$ cat config.mk
export PLATFORM = sky130hd
export DESIGN_NAME = adcwd_top
export DESIGN_NICKNAME = d
export VERILOG_FILES = /design/src/rtl/adcwd_pkg.sv /design/src/rtl/adcwd_top.sv
export SDC_FILE = /design/constraint.sdc
export NUM_CORES = 1
export LEC_CHECK = 0
export BUFFER_PORTS_ARGS = -buffer_cell sky130_fd_sc_hd__buf_2
export CORE_MARGIN = 3
export CORE_UTILIZATION = 56
export DETAILED_ROUTE_END_ITERATION = 16
export HOLD_SLACK_MARGIN = 0.06
export PLACE_DENSITY = 0.85
export SLEW_MARGIN = 20
export SYNTH_ARGS = -nofsm -noshare
export SYNTH_HDL_FRONTEND = slang
export SYNTH_SLANG_ARGS = --single-unit
$ cat constraint.sdc
create_clock -name SYS_CLK_I -period 5 [get_ports SYS_CLK_I]
set_clock_uncertainty 0.1 [all_clocks]
set_input_delay 0.25 -clock SYS_CLK_I [delete_from_list [all_inputs] [get_ports SYS_CLK_I]]
set_output_delay 0.25 -clock SYS_CLK_I [all_outputs]
set_load 0.01 [all_outputs]
$ cat src/rtl/adcwd_pkg.sv
// Purpose: constants and types of the converter watchdog and irq flags
// Assumes: 32-bit AHB-Lite register bus, one word per register
// Notes:   flag vectors are kept packed as six bits inside the block
package adcwd_pkg;

	// register byte offsets
	localparam logic [11:0] OFS_WD_CTRL   = 12'h078;
	localparam logic [11:0] OFS_WD_LIMITS = 12'h07c;
	localparam logic [11:0] OFS_IRQ_EN    = 12'h080;
	localparam logic [11:0] OFS_IRQ_RAW   = 12'h084;
	localparam logic [11:0] OFS_IRQ_MASK  = 12'h088;
	localparam logic [11:0] OFS_IRQ_CLR   = 12'h08c;

	// common reset value of every register
	localparam logic [31:0] RST_VALUE = 32'h0000_0000;

	// watchdog limits field positions
	localparam int UPPER_LSB = 16;
	localparam int LOWER_LSB = 0;
	localparam int LIMIT_W   = 12;

	// watchdog control field positions
	localparam int UCH_LSB   = 24;
	localparam int LCH_LSB   = 16;
	localparam int WCH_LSB   = 8;
	localparam int WALL_BIT  = 2;
	localparam int WUE_BIT   = 1;
	localparam int WLE_BIT   = 0;
	localparam int CH_W      = 4;

	// internal event index to register bit position
	localparam int NUM_SRC   = 6;
	localparam int SRC_SINGLE = 0;
	localparam int SRC_GROUP  = 1;
	localparam int SRC_CYCLE  = 2;
	localparam int SRC_LOWER  = 3;
	localparam int SRC_UPPER  = 4;
	localparam int SRC_OVWR   = 5;
	localparam int FLAG_POS [NUM_SRC] = '{0, 1, 2, 16, 17, 24};

	// ahb transfer type bit that marks an active transfer
	localparam int HTRANS_ACT = 1;

	// one stored conversion result from the sequencer
	typedef struct packed {
		logic        stb;   // result is being stored now
		logic [2:0]  slot;  // data slot being written
		logic [3:0]  chan;  // converted channel
		logic [11:0] data;  // converted value
	} adcwd_result_s;

endpackage

$ cat src/rtl/adcwd_top.sv
// Purpose: watchdog limits, event flags and irq of the converter
// Assumes: AHB-Lite slave, zero wait states, word transfers only
// Notes:   events are one-cycle strobes from sequencer and data logic

// Functional notes
// - upper limit is 12 bits at limits[27:16], read-write, resets to 0
// - lower limit is 12 bits at limits[11:0], read-write, resets to 0
// - enable bits 24,17,16,2,1,0, one per source, 1 enables
// - raw flag sets on its event whatever its enable bit says
// - masked flag sets only when event occurs with enable at 1
// - masked flag reads 0 while its enable bit is 0
// - overwrite sets raw flag and masked flag if enabled
// - result above upper limit sets the upper-hit raw flag
// - result below lower limit sets the lower-hit raw flag
// - single, subgroup and cycle completion each set their own flag
// - writing 1 to a clear bit clears raw and masked flag
// - clear bits fall back to 0 by themselves, reset to 0
// - writing 0 to a clear bit changes no flag
// - upper check only with upper monitor on, lower likewise
// - all channels watched if all-channel bit set, else selected one
// - channel of last upper hit and last lower hit are recorded
module adcwd_top #(
	parameter int NUM_SLOTS = 8
) (
	input  wire logic                      SYS_CLK_I,
	input  wire logic                      RST_N_I,
	// ahb-lite slave
	input  wire logic                      HSEL_I,
	input  wire logic [31:0]               HADDR_I,
	input  wire logic [1:0]                HTRANS_I,
	input  wire logic                      HWRITE_I,
	input  wire logic [2:0]                HSIZE_I,
	input  wire logic [31:0]               HWDATA_I,
	input  wire logic                      HREADY_I,
	output logic      [31:0]               HRDATA_O,
	output logic                           HREADYOUT_O,
	output logic                           HRESP_O,
	// converter side
	input  wire adcwd_pkg::adcwd_result_s  RESULT_I,
	input  wire logic [NUM_SLOTS-1:0]      RESULT_VALID_FLAG_I,
	input  wire logic                      SINGLE_DONE_I,
	input  wire logic                      GROUP_DONE_I,
	input  wire logic                      CYCLE_DONE_I,
	output logic                           IRQ_O
);

	localparam int NS = adcwd_pkg::NUM_SRC;
	localparam int LW = adcwd_pkg::LIMIT_W;
	localparam int CW = adcwd_pkg::CH_W;

	// bus phase state
	logic           wr_pend_q;
	logic [11:0]    wr_addr_q;
	logic [31:0]    rdata_q;
	logic           addr_ok;

	// software state
	logic [LW-1:0]  upper_limit_q;
	logic [LW-1:0]  lower_limit_q;
	logic [NS-1:0]  irq_en_q;
	logic [NS-1:0]  clr_q;
	logic           upper_monitor_en_q;
	logic           lower_monitor_en_q;
	logic           monitor_all_channels_q;
	logic [CW-1:0]  monitored_channel_sel_q;

	// hardware state
	logic [NS-1:0]  raw_q;
	logic [NS-1:0]  masked_q;
	logic [CW-1:0]  upper_hit_channel_q;
	logic [CW-1:0]  lower_hit_channel_q;

	// event terms
	logic           watched;
	logic           upper_hit;
	logic           lower_hit;
	logic           overwrite;
	logic [NS-1:0]  event_v;
	logic [NS-1:0]  wr_en_v;
	logic [NS-1:0]  wr_clr_v;
	logic [NS-1:0]  visible_masked;
	logic [31:0]    rd_mux;
	logic           wr_now;
	logic           slot_unread;

	// decoded write data phases
	logic           wr_ctrl;
	logic           wr_limits;
	logic           wr_irq_en;
	logic           wr_irq_clr;

	// read views: writes and clears that land at this edge
	logic [LW-1:0]  upper_limit_d;
	logic [LW-1:0]  lower_limit_d;
	logic [NS-1:0]  irq_en_d;
	logic           upper_monitor_en_d;
	logic           lower_monitor_en_d;
	logic           monitor_all_channels_d;
	logic [CW-1:0]  monitored_channel_sel_d;
	logic [NS-1:0]  clr_pend;
	logic [NS-1:0]  rd_raw;
	logic [NS-1:0]  rd_masked;

	// address phase accepted on the bus
	assign addr_ok = HSEL_I & HREADY_I & HTRANS_I[adcwd_pkg::HTRANS_ACT];

	// zero wait states, always OKAY
	assign HREADYOUT_O = 1'b1;
	assign HRESP_O     = 1'b0;
	assign HRDATA_O    = rdata_q;

	// write data phase happens one cycle after its address phase
	assign wr_now = wr_pend_q;

	// write data phase decoded per register
	assign wr_ctrl    = wr_now & (wr_addr_q == adcwd_pkg::OFS_WD_CTRL);
	assign wr_limits  = wr_now & (wr_addr_q == adcwd_pkg::OFS_WD_LIMITS);
	assign wr_irq_en  = wr_now & (wr_addr_q == adcwd_pkg::OFS_IRQ_EN);
	assign wr_irq_clr = wr_now & (wr_addr_q == adcwd_pkg::OFS_IRQ_CLR);

	// unpack six-bit vectors from the word at their bit positions
	for (genvar i = 0; i < NS; i++) begin : g_unpack
		assign wr_en_v[i]  = HWDATA_I[adcwd_pkg::FLAG_POS[i]];
		assign wr_clr_v[i] = HWDATA_I[adcwd_pkg::FLAG_POS[i]];
	end

	// channel filter of the watchdog
	assign watched = monitor_all_channels_q |
		(RESULT_I.chan == monitored_channel_sel_q);

	// threshold comparison, each side gated by its monitor enable
	assign upper_hit = RESULT_I.stb & watched & upper_monitor_en_q &
		(RESULT_I.data > upper_limit_q);
	assign lower_hit = RESULT_I.stb & watched & lower_monitor_en_q &
		(RESULT_I.data < lower_limit_q);

	// unread flag of the slot being written; slots past the array are empty
	always_comb begin
		slot_unread = 1'b0;
		for (int s = 0; s < NUM_SLOTS; s++) begin
			if (int'(RESULT_I.slot) == s) begin
				slot_unread = RESULT_VALID_FLAG_I[s];
			end
		end
	end

	// storing into a slot whose unread data is still valid
	assign overwrite = RESULT_I.stb & slot_unread;

	// gather all event strobes in internal index order
	always_comb begin
		event_v = '0;
		event_v[adcwd_pkg::SRC_SINGLE] = SINGLE_DONE_I;
		event_v[adcwd_pkg::SRC_GROUP]  = GROUP_DONE_I;
		event_v[adcwd_pkg::SRC_CYCLE]  = CYCLE_DONE_I;
		event_v[adcwd_pkg::SRC_LOWER]  = lower_hit;
		event_v[adcwd_pkg::SRC_UPPER]  = upper_hit;
		event_v[adcwd_pkg::SRC_OVWR]   = overwrite;
	end

	// masked flags read as zero while their enable is off
	assign visible_masked = masked_q & irq_en_q;

	// level interrupt from any visible masked flag
	assign IRQ_O = |visible_masked;

	// per-source sticky flags, set beats clear
	for (genvar i = 0; i < NS; i++) begin : g_flag
		always_ff @(posedge SYS_CLK_I) begin
			if (!RST_N_I) begin
				raw_q[i]    <= 1'b0;
				masked_q[i] <= 1'b0;
			end else if (event_v[i]) begin
				raw_q[i] <= 1'b1;
				if (irq_en_q[i]) begin
					masked_q[i] <= 1'b1;
				end else if (clr_q[i]) begin
					masked_q[i] <= 1'b0;
				end
			end else if (clr_q[i]) begin
				raw_q[i]    <= 1'b0;
				masked_q[i] <= 1'b0;
			end
		end
	end

	// channel numbers of the latest limit hits
	always_ff @(posedge SYS_CLK_I) begin
		if (!RST_N_I) begin
			upper_hit_channel_q <= '0;
			lower_hit_channel_q <= '0;
		end else begin
			if (upper_hit) begin
				upper_hit_channel_q <= RESULT_I.chan;
			end
			if (lower_hit) begin
				lower_hit_channel_q <= RESULT_I.chan;
			end
		end
	end

	// address phase capture of a pending write
	always_ff @(posedge SYS_CLK_I) begin
		if (!RST_N_I) begin
			wr_pend_q <= 1'b0;
			wr_addr_q <= '0;
		end else begin
			wr_pend_q <= addr_ok & HWRITE_I;
			if (addr_ok) begin
				wr_addr_q <= HADDR_I[11:0];
			end
		end
	end

	// watchdog limits register
	always_ff @(posedge SYS_CLK_I) begin
		if (!RST_N_I) begin
			upper_limit_q <= adcwd_pkg::RST_VALUE[LW-1:0];
			lower_limit_q <= adcwd_pkg::RST_VALUE[LW-1:0];
		end else if (wr_now &&
			wr_addr_q == adcwd_pkg::OFS_WD_LIMITS) begin
			upper_limit_q <= HWDATA_I[adcwd_pkg::UPPER_LSB +: LW];
			lower_limit_q <= HWDATA_I[adcwd_pkg::LOWER_LSB +: LW];
		end
	end

	// watchdog control register, writable part
	always_ff @(posedge SYS_CLK_I) begin
		if (!RST_N_I) begin
			upper_monitor_en_q      <= 1'b0;
			lower_monitor_en_q      <= 1'b0;
			monitor_all_channels_q  <= 1'b0;
			monitored_channel_sel_q <= '0;
		end else if (wr_now &&
			wr_addr_q == adcwd_pkg::OFS_WD_CTRL) begin
			upper_monitor_en_q <= HWDATA_I[adcwd_pkg::WUE_BIT];
			lower_monitor_en_q <= HWDATA_I[adcwd_pkg::WLE_BIT];
			monitor_all_channels_q <= HWDATA_I[adcwd_pkg::WALL_BIT];
			monitored_channel_sel_q <=
				HWDATA_I[adcwd_pkg::WCH_LSB +: CW];
		end
	end

	// interrupt enable register
	always_ff @(posedge SYS_CLK_I) begin
		if (!RST_N_I) begin
			irq_en_q <= adcwd_pkg::RST_VALUE[NS-1:0];
		end else if (wr_now &&
			wr_addr_q == adcwd_pkg::OFS_IRQ_EN) begin
			irq_en_q <= wr_en_v;
		end
	end

	// self-clearing clear bits, live for exactly one cycle
	always_ff @(posedge SYS_CLK_I) begin
		if (!RST_N_I) begin
			clr_q <= adcwd_pkg::RST_VALUE[NS-1:0];
		end else if (wr_now &&
			wr_addr_q == adcwd_pkg::OFS_IRQ_CLR) begin
			clr_q <= wr_clr_v;
		end else begin
			clr_q <= '0;
		end
	end

	// next values of the software registers, so that a read pipelined
	// right behind a write returns the value just written
	always_comb begin
		upper_limit_d           = upper_limit_q;
		lower_limit_d           = lower_limit_q;
		irq_en_d                = irq_en_q;
		upper_monitor_en_d      = upper_monitor_en_q;
		lower_monitor_en_d      = lower_monitor_en_q;
		monitor_all_channels_d  = monitor_all_channels_q;
		monitored_channel_sel_d = monitored_channel_sel_q;
		if (wr_limits) begin
			upper_limit_d = HWDATA_I[adcwd_pkg::UPPER_LSB +: LW];
			lower_limit_d = HWDATA_I[adcwd_pkg::LOWER_LSB +: LW];
		end
		if (wr_ctrl) begin
			upper_monitor_en_d      = HWDATA_I[adcwd_pkg::WUE_BIT];
			lower_monitor_en_d      = HWDATA_I[adcwd_pkg::WLE_BIT];
			monitor_all_channels_d  = HWDATA_I[adcwd_pkg::WALL_BIT];
			monitored_channel_sel_d = HWDATA_I[adcwd_pkg::WCH_LSB +: CW];
		end
		if (wr_irq_en) begin
			irq_en_d = wr_en_v;
		end
	end

	// clears about to land hide their flags from a read
	assign clr_pend  = clr_q | (wr_irq_clr ? wr_clr_v : '0);
	assign rd_raw    = raw_q & ~clr_pend;
	assign rd_masked = masked_q & irq_en_d & ~clr_pend;

	// read multiplexer, sampled at the address phase
	always_comb begin
		rd_mux = '0;
		case (HADDR_I[11:0])
			adcwd_pkg::OFS_WD_CTRL: begin
				rd_mux[adcwd_pkg::UCH_LSB +: CW] = upper_hit_channel_q;
				rd_mux[adcwd_pkg::LCH_LSB +: CW] = lower_hit_channel_q;
				rd_mux[adcwd_pkg::WCH_LSB +: CW] =
					monitored_channel_sel_d;
				rd_mux[adcwd_pkg::WALL_BIT] = monitor_all_channels_d;
				rd_mux[adcwd_pkg::WUE_BIT]  = upper_monitor_en_d;
				rd_mux[adcwd_pkg::WLE_BIT]  = lower_monitor_en_d;
			end
			adcwd_pkg::OFS_WD_LIMITS: begin
				rd_mux[adcwd_pkg::UPPER_LSB +: LW] = upper_limit_d;
				rd_mux[adcwd_pkg::LOWER_LSB +: LW] = lower_limit_d;
			end
			adcwd_pkg::OFS_IRQ_EN: begin
				for (int i = 0; i < NS; i++) begin
					rd_mux[adcwd_pkg::FLAG_POS[i]] = irq_en_d[i];
				end
			end
			adcwd_pkg::OFS_IRQ_RAW: begin
				for (int i = 0; i < NS; i++) begin
					rd_mux[adcwd_pkg::FLAG_POS[i]] = rd_raw[i];
				end
			end
			adcwd_pkg::OFS_IRQ_MASK: begin
				for (int i = 0; i < NS; i++) begin
					rd_mux[adcwd_pkg::FLAG_POS[i]] = rd_masked[i];
				end
			end
			default: begin
				rd_mux = '0; // clear register and holes read zero
			end
		endcase
	end

	// read data register, valid through the data phase
	always_ff @(posedge SYS_CLK_I) begin
		if (!RST_N_I) begin
			rdata_q <= '0;
		end else if (addr_ok && !HWRITE_I) begin
			rdata_q <= rd_mux;
		end
	end

endmodule

==> run metrics <==
RSZ-0062 raised after global routing=no; final worst-path cycle share=0.668; synth warn=0; RR Startpoint=wr_addr_q[9]; Max FO, Critical Path=14; Setup TNS=0 ns; Root Buffer=clkbuf_8; Max-Cap Viols=0; crit path from=HADDR_I[0]; Syn-to-layout area delta=16.6%; Initial Util=0.591; Worst Tran Pin Value=about 1.2 ns; Synth top area share=0.404; Hold Vio Cnt, Final=0; Critical Path Start Type=primary input; Worst Path Class, Setup=primary input to flip-flop; die area=between 10000 and 15000 um^2; Final Cell Area=slightly below 6000 um^2; status=finished clean; Setup crit end kind=flip-flop; first-pass GRT wire length=20.3 mm; initial antenna violation count=0; commonest non-fill, non-tap cell in the layout=dfxtp_1; register area=2000 um^2; vias=4300; Cell Chain, Critical Path=dlygate4sd3_1 -> buf_2 -> or4_1 -> nor3_1 -> nand3_1 -> nor2_1 -> a22oi_1 -> nand2_1; syn_area_per_cell=9.44 um^2; Die Y=~100 um; arrival time worst endpoint=3.55 ns; Power Total=around 1.4 mW; DRT iter0 DRCs=206; dominant cells by area after synthesis=dfxtp_1 (40%), mux2i_1 (9.1%), nor2b_1 (5.9%), ha_1 (5.8%), nand2_1 (4.3%); Multi-input gate area=2710 um^2; Tmin final=3.34 ns; die width=100 um; largest net degree at the start of global routing=~80; placed wire-length estimate=9.25 mm; synthesized area=4950 um^2; Worst Path Required=5.21 ns; final hold slack=0.0757 ns; most frequent cells in the layout=dfxtp_1 (100), buf_2 (97), nand2_1 (57); antenna diode count=0; synthesized instance count=525; register bit count reported by yosys=100; Pleak=2.22 nW; Core ar.=8380 um^2; Final Max Tran Viols=0; Avg Vias per Cell=5.85; # fillers=653; ys flop type=dfxtp_1; clk_lat worst skew=0.36 ns; post-synth cell types=53; layout cells sized above 1=0.213; Worst-path clk slew=0.10 ns; vias in the first global route=4220; clk buf depth=2; cts bufs inserted=9; Port Buf Inserts=97; EDFF count, synth=0; gr ovfl total=0; H-tree level count=3; FFs w/ async S/R, synth=0; PwrDens=245 nW/um^2; final WL=12.7 mm; hold crit path type=primary input to flip-flop; row cnt=33; slowest cell delay on critical path=between 0.8 and 0.9 ns; nets@finish=753; sequential fraction of the synthesis area=0.404; Routed Antenna Nets=0; drt wl/cell=around 17 um; Post-Route Utilization=0.689; placed cell areas=approximately 5500 um^2; Hold Path Origin=HADDR_I[11]; setup violators final=0; Max Fclk=0.299 GHz; GRT Overall Usage=0.251; clock sinks=100; R2R setup slack=2.07 ns; IO Pins=140; DR pass1 iterations=5; CTS tree=built; top cell type by total area after synthesis=dfxtp_1; Max IR drop VDD=about 0.15 mV; slowest stage cell, crit path=nor2_1; Post-route DRC=0; relative slew slack=0.207; GPL Wtd Cong=0.853
[synth_stat cells (3+ instances only)]
master / number
and2_1: 11
a2111o_1: 3
nor2b_1: 47
nand2b_1: 5
clkbuf_1: 20
a211oi_1: 5
nor4_4: 3
o21ai_0: 19
nand2_1: 57
ha_1: 23
nor2_1: 12
mux2i_1: 45
a22oi_1: 14
a21boi_0: 17
and2b_2: 3
or4b_1: 4
nand3_1: 4
a2111oi_0: 3
o21a_1: 8
a21oi_1: 10
dfxtp_1: 100
and3_1: 9
a31oi_1: 5
buf_4: 12
a21bo_2: 3
a22o_1: 11
nor4_1: 5
nand4_1: 5
a221oi_1: 3
a32oi_1: 3
xor2_1: 4
inv_1: 26
[cell type report]
type | instances | area share
timing repair buffer | 114 | 0.112
sequential | 100 | 0.346
inverter | 26 | 0.0169
clock buffer | 9 | 0.0214
tap | 105 | 0.0227
multi-input combinational | 374 | 0.470
clock inverter | 7 | 0.0108
[metrics by stage]
| stage | setup WS, ns | instances |
|---|---|---|
| after floorplan | 2.49 | 533 |
| final | 1.66 | 735 |
| after CTS | 1.77 | 734 |
| after global placement | 1.96 | 706 |
| after global routing | 1.42 | 735 |
| after detailed placement | 1.91 | 706 |
[critical path, delay by kind of cell]
family | cells | cell delay [ns]
simple gates | 5 | 2.36
buf+inv | 2 | 0.69
compound gates | 1 | 0.24
[worst paths after layout]
path | to | cells after the start
worst max-delay path | HRDATA_O[11] | 8
worst min-delay path | wr_addr_q[11] | 3
worst max register to register | HRDATA_O[0] | 6
worst min register to register | HRDATA_O[11] | 2
[kinds of logic after synthesis]
family / synth area share
fa+ha+maj: 0.0581
mux: 0.102
buf+inv: 0.0541
flops: 0.404
simple gates: 0.206
xor+xnor: 0.00707
compound gates: 0.167
other cells: 0.00152
[metal layers]
layer  track usage  vias to the layer above  part of all wire  routed length, um
met3        0.0292                       29             0.053                674
met2         0.411                      167              0.49               6200
met1         0.338                     2057              0.43               5490
li1              -                     2047                 -                  -
met4         0.106                        0             0.026                334
met5             0                        -                 0                  0
[where the power goes]
group | internal [mW] | switching, mW
Combinational | 0.0574 | 0.0665
Clock | 0.189 | 0.297
Sequential | 0.802 | 0.00423
[state kept, by name, indices dropped and copies added (netlist names), 6 cells and up]
| name | cells |
|---|---|
| HRDATA_O | 24 |
| raw_q | 6 |
| clr_q | 6 |
| lower_limit_q | 12 |
| irq_en_q | 6 |
| upper_limit_q | 12 |
| wr_addr_q | 12 |
| masked_q | 6 |
[timing repair]
item,in CTS,in global routing
hold endpoints to repair,14,0
gates resized for setup,0,0
setup buffers,0,0
hold buffers,12,0
No activity file was read; power rests on OpenSTA's default activity.
